--- config.mk ---
export PLATFORM = sky130hd
export DESIGN_NAME = tmr0_core
export DESIGN_NICKNAME = d
export VERILOG_FILES = /design/src/common/tmr0_pkg.sv /design/src/tmr0_core.sv
export SDC_FILE = /design/constraint.sdc
export NUM_CORES = 1
export LEC_CHECK = 0
export BUFFER_PORTS_ARGS = -buffer_cell sky130_fd_sc_hd__buf_2
export CORE_MARGIN = 2
export CORE_UTILIZATION = 59
export CTS_BUF_LIST = sky130_fd_sc_hd__clkbuf_8 sky130_fd_sc_hd__clkbuf_16
export DETAILED_ROUTE_END_ITERATION = 7
export GPL_TIMING_DRIVEN = 0
export PLACE_DENSITY = 0.8
export SLEW_MARGIN = 30
export SYNTH_ARGS = -nofsm -noshare
export SYNTH_HDL_FRONTEND = slang
export SYNTH_SLANG_ARGS = --single-unit
--- constraint.sdc ---
create_clock -name clk_sys_i -period 2.8 [get_ports clk_sys_i]
set_input_delay 0.14 -clock clk_sys_i [delete_from_list [all_inputs] [get_ports clk_sys_i]]
set_output_delay 0.14 -clock clk_sys_i [all_outputs]
set_load 0.02 [all_outputs]
--- src/common/tmr0_pkg.sv ---
/*
 * tmr0_pkg: register map, field positions, reset values, mode and clock
 * select encodings for the 8-bit timer/counter.
 * assumes a byte-wide register port with a 6-bit address.
 */
`default_nettype none

package tmr0_pkg;
   // ------------------------------------------------------------------
   // register offsets
   // ------------------------------------------------------------------
   localparam logic [5:0] CMP_B_OFS   = 6'h28;
   localparam logic [5:0] CMP_A_OFS   = 6'h29;
   localparam logic [5:0] CTRL_A_OFS  = 6'h2a;
   localparam logic [5:0] CNT_OFS     = 6'h32;
   localparam logic [5:0] CTRL_B_OFS  = 6'h33;
   localparam logic [5:0] FLAGS_OFS   = 6'h38;
   localparam logic [5:0] MASK_OFS    = 6'h39;
   localparam logic [5:0] FCLR_OFS    = 6'h3a;

   // ------------------------------------------------------------------
   // field positions
   // ------------------------------------------------------------------
   localparam int FORCE_A_BIT = 7;
   localparam int FORCE_B_BIT = 6;
   localparam int WAVE_HI_BIT = 3;
   localparam int OMODE_A_LSB = 6;
   localparam int OMODE_B_LSB = 4;
   localparam int CMP_A_BIT   = 4;
   localparam int CMP_B_BIT   = 3;
   localparam int OVF_BIT     = 1;

   // ------------------------------------------------------------------
   // values
   // ------------------------------------------------------------------
   localparam logic [7:0] RST_VAL   = 8'h00;
   localparam logic [7:0] MAX_VAL   = 8'hff;
   localparam logic [7:0] BOT_VAL   = 8'h00;
   localparam int         PRE_W     = 10;
   localparam logic [9:0] DIV8_MSK  = 10'h007;
   localparam logic [9:0] DIV64_MSK = 10'h03f;
   localparam logic [9:0] DIV256_MSK = 10'h0ff;
   localparam logic [9:0] DIV1K_MSK = 10'h3ff;

   typedef enum logic [2:0] {
      CS_STOP, CS_DIV1, CS_DIV8, CS_DIV64,
      CS_DIV256, CS_DIV1K, CS_EXT_FALL, CS_EXT_RISE
   } tmr0_cs_t;

   // output mode codes
   localparam logic [1:0] OM_OFF    = 2'h0;
   localparam logic [1:0] OM_TOGGLE = 2'h1;
   localparam logic [1:0] OM_CLEAR  = 2'h2;
   localparam logic [1:0] OM_SET    = 2'h3;
endpackage : tmr0_pkg

`default_nettype wire

--- src/tmr0_core.sv ---
/*
 * tmr0_core: 8-bit timer/counter with clock select, compare channels,
 * waveform outputs and interrupt flags, behind a byte register port.
 * assumes one 10 MHz clock, a synchronous active-low reset and a master
 * that never issues read and write strobes together.
 */
// Overview of operation
// force strobes act only in non-PWM modes; ignored in PWM modes.
// force strobe makes an immediate compare event per the channel output mode.
// forced events set no flag and never clear the counter.
// force bits are write-only and read back zero.
// software writes force bits as zero while in a PWM mode.
// select 0 stops, 1 undivided, 2..5 divide by 8, 64, 256, 1024.
// select 6 counts falling, 7 rising edges of the external count input.
// external input counts regardless of pin direction.
// counter value is readable and writable by software.
// a counter write blocks the compare match on the next timer tick.
// both compare values are compared continuously with the counter.
// compare flags set on match of their compare value.
// overflow flag set on overflow, point depends on waveform mode.
// flags clear on vector taken or on writing one.
// interrupt requested only with enable, global enable and flag set.
// reserved bits of mask and flag registers read zero.
// overflow at 0xff in normal, CLEAR_ON_MATCH_MODE, fixed fast PWM; bottom or top otherwise.
// high mode bit joins the two low bits to pick the waveform mode.
// counter steps by one per selected tick, holds when stopped.
`timescale 1ns/10ps
`default_nettype none

module tmr0_core
   import tmr0_pkg::*;
#(
   parameter int ADDR_W = 6
) (
   input  wire logic              clk_sys_i,
   input  wire logic              reset_n_i,
   input  wire logic [ADDR_W-1:0] addr_i,
   input  wire logic [7:0]        wdata_i,
   input  wire logic              wr_i,
   input  wire logic              rd_i,
   output logic      [7:0]        rdata_o,
   input  wire logic              ext_count_in_i,
   input  wire logic              global_irq_en_i,
   input  wire logic              ack_cmp_a_i,
   input  wire logic              ack_cmp_b_i,
   input  wire logic              ack_ovf_i,
   output logic                   wave_out_a_o,
   output logic                   wave_oe_a_o,
   output logic                   wave_out_b_o,
   output logic                   wave_oe_b_o,
   output logic                   irq_cmp_a_o,
   output logic                   irq_cmp_b_o,
   output logic                   irq_ovf_o,
   output logic                   irq_o
);
   import tmr0_pkg::*;

   if (ADDR_W < 6) begin : g_chk
      $error("tmr0_core: ADDR_W must be at least 6");
   end

   // ------------------------------------------------------------------
   // registers
   // ------------------------------------------------------------------
   logic [7:0]       cnt_ff;
   logic [7:0]       cmp_a_ff;
   logic [7:0]       cmp_b_ff;
   logic [1:0]       omode_a_ff;
   logic [1:0]       omode_b_ff;
   logic [1:0]       wave_lo_ff;
   logic             wave_hi_ff;
   tmr0_cs_t         cs_ff;
   logic [2:0]       flag_ff;
   logic [2:0]       mask_ff;
   logic             block_ff;
   logic             down_ff;
   logic [PRE_W-1:0] pre_ff;
   logic [2:0]       ext_sync_ff;

   logic       sel;
   logic       wr_cnt;
   logic       wr_ctrl_b;
   logic [2:0] wave_mode;
   logic       mode_pwm;
   logic       mode_phase;
   logic       mode_fast;
   logic [7:0] top;
   logic       tick;
   logic       match_a;
   logic       match_b;
   logic       at_top;
   logic       ovf_ev;
   logic       force_a;
   logic       force_b;
   logic [2:0] flag_set;
   logic [2:0] flag_clr;
   logic [7:0] nxt_cnt;
   logic       nxt_down;
   logic [7:0] nxt_rdata;

   // address bits above the six decoded ones must be zero to hit;
   // split so the minimum width never forms a reversed part-select
   if (ADDR_W > 6) begin : g_sel_hi
      assign sel = (addr_i[ADDR_W-1:6] == '0);
   end else begin : g_sel_lo
      assign sel = 1'b1;
   end
   assign wr_cnt    = wr_i && sel && (addr_i[5:0] == CNT_OFS);
   assign wr_ctrl_b = wr_i && sel && (addr_i[5:0] == CTRL_B_OFS);

   // ------------------------------------------------------------------
   // mode decode
   // ------------------------------------------------------------------
   assign wave_mode  = {wave_hi_ff, wave_lo_ff};
   assign mode_phase = (wave_lo_ff == 2'h1);
   assign mode_fast  = (wave_lo_ff == 2'h3);
   assign mode_pwm   = mode_phase || mode_fast;
   // ocr a serves as top in ctc, phase-correct 5 and fast 7
   assign top = ((wave_mode == 3'h2) || (wave_mode == 3'h5) || (wave_mode == 3'h7))
                ? cmp_a_ff : MAX_VAL;

   // ------------------------------------------------------------------
   // clock source
   // ------------------------------------------------------------------
   // prescaler is free running, so the first prescaled tick after enable
   // can come anywhere from 1 to N cycles later
   always_ff @(posedge clk_sys_i) begin
      if (!reset_n_i) begin
         pre_ff <= '0;
      end else begin
         pre_ff <= pre_ff + 1'b1;
      end
   end

   // two flops before anything looks at the pin, third for edge detect;
   // pin direction is not consulted, so driving it still counts
   always_ff @(posedge clk_sys_i) begin
      if (!reset_n_i) begin
         ext_sync_ff <= 3'h0;
      end else begin
         ext_sync_ff <= {ext_sync_ff[1:0], ext_count_in_i};
      end
   end

   always_comb begin
      case (cs_ff)
         CS_STOP:     tick = 1'b0;
         CS_DIV1:     tick = 1'b1;
         CS_DIV8:     tick = ((pre_ff & DIV8_MSK) == DIV8_MSK);
         CS_DIV64:    tick = ((pre_ff & DIV64_MSK) == DIV64_MSK);
         CS_DIV256:   tick = ((pre_ff & DIV256_MSK) == DIV256_MSK);
         CS_DIV1K:    tick = ((pre_ff & DIV1K_MSK) == DIV1K_MSK);
         CS_EXT_FALL: tick = ext_sync_ff[2] && !ext_sync_ff[1];
         CS_EXT_RISE: tick = !ext_sync_ff[2] && ext_sync_ff[1];
         default:     tick = 1'b0;
      endcase
   end

   // ------------------------------------------------------------------
   // compare and counting
   // ------------------------------------------------------------------
   // match is judged on the tick that leaves the matching value
   assign match_a = tick && !block_ff && (cnt_ff == cmp_a_ff);
   assign match_b = tick && !block_ff && (cnt_ff == cmp_b_ff);
   assign at_top  = (cnt_ff == top);

   always_comb begin
      nxt_cnt  = cnt_ff;
      nxt_down = down_ff;
      ovf_ev   = 1'b0;
      if (tick) begin
         if (mode_phase) begin
            if (!down_ff && at_top) begin
               nxt_down = 1'b1;
               nxt_cnt  = cnt_ff - 1'b1;
            end else if (down_ff && (cnt_ff == BOT_VAL)) begin
               nxt_down = 1'b0;
               nxt_cnt  = cnt_ff + 1'b1;
               ovf_ev   = 1'b1;
            end else begin
               nxt_cnt = down_ff ? cnt_ff - 1'b1 : cnt_ff + 1'b1;
            end
         end else if (mode_fast) begin
            nxt_cnt = at_top ? BOT_VAL : cnt_ff + 1'b1;
            ovf_ev  = at_top;
         end else begin
            // ctc clears on any tick at top, even a blocked match, never on a forced one
            nxt_cnt = (wave_mode == 3'h2 && at_top) ? BOT_VAL : cnt_ff + 1'b1;
            ovf_ev  = (cnt_ff == MAX_VAL);
         end
      end
   end

   always_ff @(posedge clk_sys_i) begin
      if (!reset_n_i) begin
         cnt_ff  <= RST_VAL;
         down_ff <= 1'b0;
      end else if (wr_cnt) begin
         cnt_ff <= wdata_i;
      end else begin
         cnt_ff  <= nxt_cnt;
         down_ff <= mode_phase ? nxt_down : 1'b0;
      end
   end

   // a write arms the block, the next timer tick consumes it
   always_ff @(posedge clk_sys_i) begin
      if (!reset_n_i) begin
         block_ff <= 1'b0;
      end else if (wr_cnt) begin
         block_ff <= 1'b1;
      end else if (tick) begin
         block_ff <= 1'b0;
      end
   end

   // ------------------------------------------------------------------
   // configuration registers
   // ------------------------------------------------------------------
   always_ff @(posedge clk_sys_i) begin
      if (!reset_n_i) begin
         cmp_a_ff   <= RST_VAL;
         cmp_b_ff   <= RST_VAL;
         omode_a_ff <= OM_OFF;
         omode_b_ff <= OM_OFF;
         wave_lo_ff <= 2'h0;
         wave_hi_ff <= 1'b0;
         cs_ff      <= CS_STOP;
         mask_ff    <= 3'h0;
      end else if (wr_i && sel) begin
         case (addr_i[5:0])
            CMP_A_OFS: cmp_a_ff <= wdata_i;
            CMP_B_OFS: cmp_b_ff <= wdata_i;
            CTRL_A_OFS: begin
               omode_a_ff <= wdata_i[OMODE_A_LSB+:2];
               omode_b_ff <= wdata_i[OMODE_B_LSB+:2];
               wave_lo_ff <= wdata_i[1:0];
            end
            CTRL_B_OFS: begin
               wave_hi_ff <= wdata_i[WAVE_HI_BIT];
               cs_ff      <= tmr0_cs_t'(wdata_i[2:0]);
            end
            MASK_OFS: begin
               mask_ff <= {wdata_i[CMP_A_BIT], wdata_i[CMP_B_BIT], wdata_i[OVF_BIT]};
            end
            default: ;
         endcase
      end
   end

   // ------------------------------------------------------------------
   // waveform outputs
   // ------------------------------------------------------------------
   // software is expected to keep the force bits zero in pwm modes
   assign force_a = wr_ctrl_b && wdata_i[FORCE_A_BIT] && !mode_pwm;
   assign force_b = wr_ctrl_b && wdata_i[FORCE_B_BIT] && !mode_pwm;

   // channel b passes tog_ok low: its toggle code is reserved in pwm modes
   function automatic logic wave_next(input logic cur, input logic [1:0] om,
                                      input logic hit, input logic bump,
                                      input logic down, input logic tog_ok);
      logic v;
      v = cur;
      if (!mode_pwm) begin
         if (hit) begin
            case (om)
               OM_TOGGLE: v = !cur;
               OM_CLEAR:  v = 1'b0;
               OM_SET:    v = 1'b1;
               default:   v = cur;
            endcase
         end
      end else if (om == OM_TOGGLE) begin
         if (hit && tog_ok && wave_hi_ff) begin
            v = !cur;
         end
      end else if (om[1]) begin
         // fast pwm: set or clear at top wins over a match at top
         if (mode_fast && bump) begin
            v = !om[0];
         end else if (hit) begin
            v = om[0] ^ down;
         end
      end
      return v;
   endfunction : wave_next

   always_ff @(posedge clk_sys_i) begin
      if (!reset_n_i) begin
         wave_out_a_o <= 1'b0;
         wave_out_b_o <= 1'b0;
         wave_oe_a_o  <= 1'b0;
         wave_oe_b_o  <= 1'b0;
      end else begin
         // forced event drives the same path as a real match
         wave_out_a_o <= wave_next(wave_out_a_o, omode_a_ff, match_a || force_a,
                                   tick && at_top, down_ff, 1'b1);
         wave_out_b_o <= wave_next(wave_out_b_o, omode_b_ff, match_b || force_b,
                                   tick && at_top, down_ff, 1'b0);
         wave_oe_a_o  <= (omode_a_ff != OM_OFF);
         wave_oe_b_o  <= (omode_b_ff != OM_OFF);
      end
   end

   // ------------------------------------------------------------------
   // flags and interrupts
   // ------------------------------------------------------------------
   // only real matches set compare flags; forced strobes never reach here
   assign flag_set = {match_a, match_b, ovf_ev};
   always_comb begin
      flag_clr = {ack_cmp_a_i, ack_cmp_b_i, ack_ovf_i};
      if (wr_i && sel && ((addr_i[5:0] == FLAGS_OFS) || (addr_i[5:0] == FCLR_OFS))) begin
         flag_clr = flag_clr |
                    {wdata_i[CMP_A_BIT], wdata_i[CMP_B_BIT], wdata_i[OVF_BIT]};
      end
   end

   // set wins over a clear in the same cycle
   always_ff @(posedge clk_sys_i) begin
      if (!reset_n_i) begin
         flag_ff <= 3'h0;
      end else begin
         flag_ff <= (flag_ff & ~flag_clr) | flag_set;
      end
   end

   // one cycle later than the flag, but glitch free from a flop
   always_ff @(posedge clk_sys_i) begin
      if (!reset_n_i) begin
         irq_cmp_a_o <= 1'b0;
         irq_cmp_b_o <= 1'b0;
         irq_ovf_o   <= 1'b0;
         irq_o       <= 1'b0;
      end else begin
         irq_cmp_a_o <= global_irq_en_i && mask_ff[2] && flag_ff[2];
         irq_cmp_b_o <= global_irq_en_i && mask_ff[1] && flag_ff[1];
         irq_ovf_o   <= global_irq_en_i && mask_ff[0] && flag_ff[0];
         irq_o       <= global_irq_en_i && |(mask_ff & flag_ff);
      end
   end

   // ------------------------------------------------------------------
   // read port
   // ------------------------------------------------------------------
   always_comb begin
      nxt_rdata = 8'h00;
      if (sel) begin
         case (addr_i[5:0])
            CNT_OFS:    nxt_rdata = cnt_ff;
            CMP_A_OFS:  nxt_rdata = cmp_a_ff;
            CMP_B_OFS:  nxt_rdata = cmp_b_ff;
            CTRL_A_OFS: nxt_rdata = {omode_a_ff, omode_b_ff, 2'h0, wave_lo_ff};
            // force bits and reserved bits read zero
            CTRL_B_OFS: nxt_rdata = {4'h0, wave_hi_ff, cs_ff};
            FLAGS_OFS:  nxt_rdata = {3'h0, flag_ff[2], flag_ff[1], 1'b0, flag_ff[0], 1'b0};
            MASK_OFS:   nxt_rdata = {3'h0, mask_ff[2], mask_ff[1], 1'b0, mask_ff[0], 1'b0};
            default:    nxt_rdata = 8'h00;
         endcase
      end
   end

   always_ff @(posedge clk_sys_i) begin
      if (!reset_n_i) begin
         rdata_o <= 8'h00;
      end else if (rd_i) begin
         rdata_o <= nxt_rdata;
      end else begin
         rdata_o <= 8'h00;
      end
   end
endmodule : tmr0_core

`default_nettype wire

Word-level counts from Yosys, hierarchy flattened

Cells that the tools add are included.

Output and inout bits: 16
Input bits: 23
Flip-flop bits (word level): 71
Word-level logic and storage cells: 174

Reductions and logical operators: 61
Bitwise gates (word level): 8
Add/subtract/negate cells: 3
Multiplexer cells: 39
Equality and inequality tests: 40

Operator list:

| operator                                                            | number |
|---|---|
| 8-bit two-way mux                                                   | 10 |
| 8-bit one-hot mux with 7 select lines                               | 1 |
| 6-bit == test (second input constant)                               | 9 |
| 1-bit logical AND                                                   | 25 |
| 8-bit == test                                                       | 3 |
| 1-bit two-way mux                                                   | 24 |
| 3-bit == test (second input constant)                               | 7 |
| 8-bit == test (second input constant)                               | 2 |
| 2-bit AND reduction                                                 | 6 |
| 10-bit by 1-bit adder with 10-bit output (second input constant)    | 1 |
| 10-bit == test (second input constant)                              | 1 |
| 2-bit == test (second input constant)                               | 5 |
| 5-bit AND reduction                                                 | 2 |
| 2-bit nonzero test                                                  | 5 |
| 3-bit by 2-bit == test with 1-bit output (second input constant)    | 3 |
| 1-bit logical NOT                                                   | 9 |
| 8-bit by 1-bit adder with 8-bit output (second input constant)      | 1 |
| 8-bit logical NOT                                                   | 1 |
| 1-bit one-hot mux with 8 select lines                               | 1 |
| 4-bit nonzero test                                                  | 2 |
| 8-bit by 1-bit subtractor with 8-bit output (second input constant) | 1 |
| 3-bit AND                                                           | 2 |
| 2-bit by 1-bit == test with 1-bit output (second input constant)    | 3 |
| 1-bit logical OR                                                    | 6 |
| 15 further kinds                                                    | 21 |

Depth between registers and ports, before layout

Word-level depth: 11
Gate-level depth with buffers: 11
Gate-level depth less buffers: 10

Least setup slack after synthesis

Ideal clock, no wire load.

Path kind: register -> register
From: register pre_ff[0]
To: register wave_out_a_o
Setup time: 122 ps
Data arrival time: 2278 ps
Path buffers: 0
Stages on the path, launching flop included: 11
Setup slack: 400 ps
Period minus slack after synthesis: 2400 ps
Data required time: 2678 ps
Cell sequence: dfxtp_1 > ha_1 > ha_1 > a21oi_1 > a31oi_1 > o22ai_1 > or2_2 > or4_1 > nand3_1 > a22oi_1 > o311a_1

Word-level cells in the longest chain between the ends: 8
Elaborated cells on any way between the ends: 19
Classes of those cells: 5 x eq/ne; 5 x mux; 9 x reduce/logical

Ends and longest elaborated chain:

| what                                                                                                   | line                               | source |
|---|---|---|
| start: declaration                                                                                     | tmr0_core.sv:77                    | `logic [PRE_W-1:0] pre_ff;` |
| start signal: assignment                                                                               | tmr0_core.sv:131                   | `pre_ff <= pre_ff + 1'b1;` |
| 10-bit == test (tied with other cells)                                                                 | tmr0_core.sv:152                   | `CS_DIV1K: tick = ((pre_ff & DIV1K_MSK) == DIV1K_MSK);` |
| 1-bit one-hot mux with 8 select lines *                                                                | tmr0_core.sv:146                   | `case (cs_ff)` |
| 1-bit logical AND (on tied branches)                                                                   | tmr0_core.sv:163, tmr0_core.sv:297 |  |
| 1-bit logical AND (on tied branches)                                                                   | tmr0_core.sv:163, tmr0_core.sv:279 |  |
| 1-bit logical OR / 1-bit two-way mux (equally long branches)                                           | tmr0_core.sv:296, tmr0_core.sv:279 |  |
| 1-bit logical AND / 1-bit two-way mux (equally long branches)                                          | tmr0_core.sv:274, tmr0_core.sv:277 |  |
| 3-bit by 2-bit inequality test with 1-bit output (no line) / 1-bit two-way mux (equally long branches) | -                                  |  |
| 5-bit AND reduction (no line) / 1-bit two-way mux (equally long branches)                              | -                                  |  |
| end signal: assignment                                                                                 | tmr0_core.sv:296                   | `wave_out_a_o <= wave_next(wave_out_a_o, omode_a_ff, match_a \|\| force_a,` |
| end: declaration                                                                                       | tmr0_core.sv:47                    | `output logic wave_out_a_o,` |

Mark *: on every way between the ends. The rest lies on a longest branch, timed or not. The select of a mux whose other input is x is not followed.
A chain may end at the register's enable or synchronous reset.

Worst setup path after layout

From: register cnt_ff[2]
To: register cnt_ff[5]

Word-level cells in the longest chain between the ends: 7
Elaborated cells on any way between the ends: 16
Classes of those cells: 2 x add/sub; 1 x eq/ne; 9 x mux; 4 x reduce/logical

Ends and longest elaborated chain:

| what                                                           | line                               | source |
|---|---|---|
| start: declaration                                             | tmr0_core.sv:65                    | `logic [7:0] cnt_ff;` |
| start signal: assignment                                       | tmr0_core.sv:199                   | `cnt_ff <= wdata_i;` |
| start signal: assignment                                       | tmr0_core.sv:201                   | `cnt_ff <= nxt_cnt;` |
| 8-bit by 1-bit adder with 8-bit output (tied with other cells) | -                                  |  |
| 8-bit two-way mux (tied with other cells)                      | tmr0_core.sv:181                   | `nxt_cnt = down_ff ? cnt_ff - 1'b1 : cnt_ff + 1'b1;` |
| 8-bit two-way mux (on tied branches)                           | tmr0_core.sv:176, tmr0_core.sv:188 |  |
| 8-bit two-way mux (on tied branches)                           | tmr0_core.sv:173, tmr0_core.sv:183 |  |
| 8-bit two-way mux *                                            | tmr0_core.sv:172                   | `if (mode_phase) begin` |
| 8-bit two-way mux *                                            | tmr0_core.sv:171                   | `if (tick) begin` |
| 8-bit two-way mux *                                            | tmr0_core.sv:198                   | `end else if (wr_cnt) begin` |

Marked as above.

==> report_table.html <==
<table>
<tr><th>Metric</th><th>Value</th></tr>
<tr><th colspan="2">Clock tree</th></tr>
<tr><td>Deepest clock path buffer count</td><td>2</td></tr>
<tr><td>CTS clk-pin slew, worst paths</td><td>0.09 ns</td></tr>
<tr><td>Clock tree sinks</td><td>71</td></tr>
<tr><td>CTS Root Buffer Type</td><td>clkbuf_8</td></tr>
<tr><td>Cts bufs inserted</td><td>9</td></tr>
<tr><td>Number of setup buffers added after CTS</td><td>0</td></tr>
<tr><td>Depth of the CTS H-tree</td><td>3</td></tr>
<tr><td>Later-pin clock latency in the skew report</td><td>0.36 ns</td></tr>
<tr><td>TritonCTS clock tree</td><td>yes</td></tr>
<tr><th colspan="2">Worst setup path</th></tr>
<tr><td>Number of cells on the worst reg-to-reg path</td><td>9</td></tr>
<tr><td>R2R setup slack</td><td>0.15 ns</td></tr>
<tr><td>WP data required</td><td>3.09 ns</td></tr>
<tr><td>RR Startpoint</td><td>cnt_ff[2]$_SDFFE_PN0P_</td></tr>
<tr><td>Worst setup path startpoint</td><td>cnt_ff[2]$_SDFFE_PN0P_</td></tr>
<tr><td>Start-to-end type of the worst setup path</td><td>flip-flop to flip-flop</td></tr>
<tr><td>End point of the critical path</td><td>cnt_ff[5]$_SDFFE_PN0P_</td></tr>
<tr><td>Critical path launch point type</td><td>flip-flop</td></tr>
<tr><td>Maximum net fanout on the critical path</td><td>10</td></tr>
<tr><td>Capturing point of the worst reg2reg path</td><td>cnt_ff[5]$_SDFFE_PN0P_</td></tr>
<tr><td>Kind of end point of the critical path</td><td>flip-flop</td></tr>
<tr><td>Worst endpoint data arrival time</td><td>2.94 ns</td></tr>
<tr><th colspan="2">Timing</th></tr>
<tr><td>Fmax</td><td>0.377 GHz</td></tr>
<tr><td>RSZ-0062 raised after global routing</td><td>true</td></tr>
<tr><td>Setup violators final</td><td>0</td></tr>
<tr><td>Number of hold violations in the final report</td><td>0</td></tr>
<tr><td>Worst slew margin</td><td>41.8%</td></tr>
<tr><td>Count of final max-slew check failures</td><td>0</td></tr>
<tr><td>Share of the clock period used by the worst path after layout</td><td>94.7%</td></tr>
<tr><td>Post-route worst hold slack</td><td>0.0916 ns</td></tr>
<tr><td>Worst Skew</td><td>0.0129 ns</td></tr>
<tr><td>Crit path setup slack, layout</td><td>0.149 ns</td></tr>
<tr><td>Time the worst path needs with I/O delays and setup</td><td>2.65 ns</td></tr>
<tr><td>Actual slew at the worst max-slew pin</td><td>0.868 ns</td></tr>
<tr><th colspan="2">Routing</th></tr>
<tr><td>Number of DRC markers in iteration 0</td><td>470</td></tr>
<tr><td>Vias per Instance</td><td>6.33</td></tr>
<tr><td>Count of nets left with antenna violations after detail routing</td><td>0</td></tr>
<tr><td>Detail-routed net length per standard cell</td><td>19.1 um</td></tr>
<tr><td>Total Routed Length</td><td>11500 um</td></tr>
<tr><td>DRC viols</td><td>0</td></tr>
<tr><td>Via count</td><td>3829</td></tr>
<tr><td>Router iterations before antenna repair</td><td>5</td></tr>
<tr><th colspan="2">Synth</th></tr>
<tr><td>Count of flip-flops with a built-in enable after synthesis</td><td>0</td></tr>
<tr><td>Proportion of synthesized chip area in sequential cells</td><td>35.5%</td></tr>
<tr><td>Synth async-reset ratio</td><td>0%</td></tr>
<tr><td>Post-Synthesis Mean Instance Area</td><td>8.52 um2</td></tr>
<tr><td>Cell type with the largest total area after synthesis</td><td>dfxtp_1</td></tr>
<tr><td>Main area contributors after synthesis</td><td>dfxtp_1 36%, mux2i_1 7.8%, nor2_1 4.0%</td></tr>
<tr><td>Count of state elements after synthesis</td><td>71</td></tr>
<tr><td>Number of different library cells in the post-synthesis netlist</td><td>67</td></tr>
<tr><td>Post-synthesis instance total</td><td>470</td></tr>
<tr><td>Prevailing post-synth register cell</td><td>dfxtp_1</td></tr>
<tr><td>Top cell type's share of synthesized area</td><td>35.5%</td></tr>
<tr><td>Syn nets</td><td>497</td></tr>
<tr><td>Yosys warns</td><td>0</td></tr>
<tr><td>Cell Area, Synth</td><td>4000 um2</td></tr>
<tr><th colspan="2">Finish</th></tr>
<tr><td>Count of filler cells inserted in the layout</td><td>552</td></tr>
<tr><td>End-of-flow core utilization</td><td>67.8%</td></tr>
<tr><td>Share of layout cells above drive strength 1</td><td>17.3%</td></tr>
<tr><td>Number of nets in the layout</td><td>547</td></tr>
<tr><td>Ant diodes</td><td>0</td></tr>
<tr><td>Synth-to-layout area growth</td><td>13.2%</td></tr>
<tr><td>Total area of multi-input combinational cells</td><td>2370 um2</td></tr>
<tr><td>Area of all sequential standard cells</td><td>1420 um2</td></tr>
<tr><th colspan="2">Floorplanning</th></tr>
<tr><td>Starting density of the core</td><td>59.9%</td></tr>
<tr><td>Chip width</td><td>86.4 um</td></tr>
<tr><td>Top-Level Pins</td><td>39</td></tr>
<tr><td>Die height</td><td>86.4 um</td></tr>
<tr><td>Number of rows created at floorplan</td><td>30</td></tr>
<tr><td>Die outline area</td><td>7460 um2</td></tr>
<tr><td>Area of the core</td><td>6680 um2</td></tr>
<tr><th colspan="2">Run status</th></tr>
<tr><td>Run status</td><td>completed</td></tr>
<tr><th colspan="2">Power and ir drop</th></tr>
<tr><td>Power consumption</td><td>2.02 mW</td></tr>
<tr><td>Leakage power</td><td>1.74 nW</td></tr>
<tr><td>Peak supply drop</td><td>305 uV</td></tr>
<tr><td>P per Cell Area</td><td>446 nW/um2</td></tr>
<tr><th colspan="2">Flow run</th></tr>
<tr><td>Total of max-cap violations</td><td>0</td></tr>
<tr><th colspan="2">Min path</th></tr>
<tr><td>Class of the worst hold path</td><td>primary input to flip-flop</td></tr>
<tr><td>Cell depth of the worst hold path</td><td>4</td></tr>
<tr><th colspan="2">GRT</th></tr>
<tr><td>Global-route wire length before repair</td><td>18300 um</td></tr>
<tr><td>Global route overflow</td><td>0</td></tr>
<tr><td>All-Layer GR Usage</td><td>32.0%</td></tr>
<tr><td>Number of global-route vias before repair</td><td>3600</td></tr>
<tr><td>Largest net degree at the start of global routing</td><td>14</td></tr>
<tr><td>Antenna violations before repair</td><td>0</td></tr>
<tr><th colspan="2">Placement</th></tr>
<tr><td>DPL Wire Length</td><td>8210 um</td></tr>
<tr><td>Port Buffer Count</td><td>38</td></tr>
<tr><td>Setup Slack @ Placement</td><td>0.0214 ns</td></tr>
<tr><td>GP Congestion</td><td>0.966</td></tr>
</table>
kinds of logic (layout without fill, tap and decap cells):
group	after synthesis	count (layout)	synth area share (%)
adders and majority gates	4	4	1.25
DFF	71	71	35.5
xor gates and xnor gates	22	22	4.81
buffers and inverters	41	96	5.72
muxes	34	34	8.60
and+or+nand+nor	190	190	25.4
AOI/OAI and AO/OA	108	108	18.7
critical path, stage by stage (launching register included):
cell and delay, ns:
dfxtp_1 0.38, clkbuf_2 0.25, nor2_1 0.18, nand2_1 0.09, or3_2 0.47, nor4_4 0.36
o31ai_1 0.15, a2111oi_1 0.45, a21oi_1 0.08, o22ai_1 0.16
stage by stage:
stage | setup TNS [ns] | instance area, um2 | cells
detailed placement | 0 | 4290 | 588
global placement | 0 | 4290 | 588
CTS | 0 | 4510 | 605
floorplan | 0 | 4000 | 470
finish | 0 | 4530 | 605
global route | -0.0268 | 4530 | 605
worst min path at each step:
| stage | end | start | slack, ns |
|---|---|---|---|
| floorplan | ext_sync_ff[0]$_SDFF_PN0_ | ext_count_in_i | 0.27 |
| global placement | ext_sync_ff[0]$_SDFF_PN0_ | ext_count_in_i | 0.35 |
| detailed placement | ext_sync_ff[0]$_SDFF_PN0_ | ext_count_in_i | 0.35 |
| CTS | cs_ff[2]$_SDFFE_PN0P_ | wdata_i[2] | 0.08 |
| global route | flag_ff[2]$_SDFF_PN0_ | ack_cmp_a_i | 0.09 |
| finish | flag_ff[1]$_SDFF_PN0_ | ack_cmp_b_i | 0.09 |
routing by layer:
layer | global-route usage (%) | up-vias | share of wire [%]
met4 | 15.1 | 0 | 3.4
met3 | 6.48 | 47 | 10
li1 | - | 1795 | -
met5 | 0 | - | 0
met1 | 43.0 | 1746 | 42
met2 | 49.4 | 241 | 45
synth_stat cells, drive strengths merged (3+ instances only):
library cell   n
dfxtp         71
nor2          43
nand2         39
a21oi         32
mux2i         31
nand3         21
o21ai         20
inv           17
and2          16
clkbuf        14
xor2          14
nor2b         11
a22oi         10
and3          10
buf           10
nor3          10
nand2b         9
a21boi         8
xnor2          8
or3            7
a31oi          6
nor4           6
ha             4
nand4          4
mux2           3
nand3b         3
o211ai         3
o21a           3
o221ai         3
o22ai          3
where the power goes:
group / internal [mW] / switching (mW) / total [mW]
registers: 1.02 / 0.00719 / 1.02
clock network: 0.440 / 0.425 / 0.866
logic: 0.0455 / 0.0853 / 0.131
total: 1.50 / 0.518 / 2.02
final cells by class:
type	count	area share [%]
multi-input combinational	358	52.3
sequential	71	31.4
timing repair buffer	39	4.42
buffer	24	3.65
clock buffer	10	3.04
tap	80	2.21
clock inverter	6	1.52
inverter	17	1.46
registers in the layout (all words and copies together), names as in the netlist, 2 cells and up:
register	count
cmp_b_ff	8
ext_sync_ff	3
mask_ff	3
wave_lo_ff	2
rdata_o	8
omode_b_ff	2
cs_ff	3
cmp_a_ff	8
pre_ff	10
flag_ff	3
cnt_ff	8
omode_a_ff	2
cell usage in the layout, fill, tap and decap left out, types with 6 or more instances in the layout:
cell,n
xor2_1,14
a21boi_0,8
inv_1,15
buf_2,38
a21oi_1,30
nor2b_1,11
mux2i_1,31
nor2_1,43
clkbuf_8,12
and2_1,14
nand2b_1,9
o21ai_0,20
nand3_1,20
a22oi_1,10
a31oi_1,6
buf_6,7
xnor2_1,8
clkbuf_1,12
nand2_1,39
dfxtp_1,70
nor3_1,7
and3_1,10
repair_timing:
item                       CTS  global route
resized for setup            0             8
hold endpoints to repair     1             0
setup endpoints to repair    0             4
hold buffers                 1             0
Power figures use the tool's default switching activity.
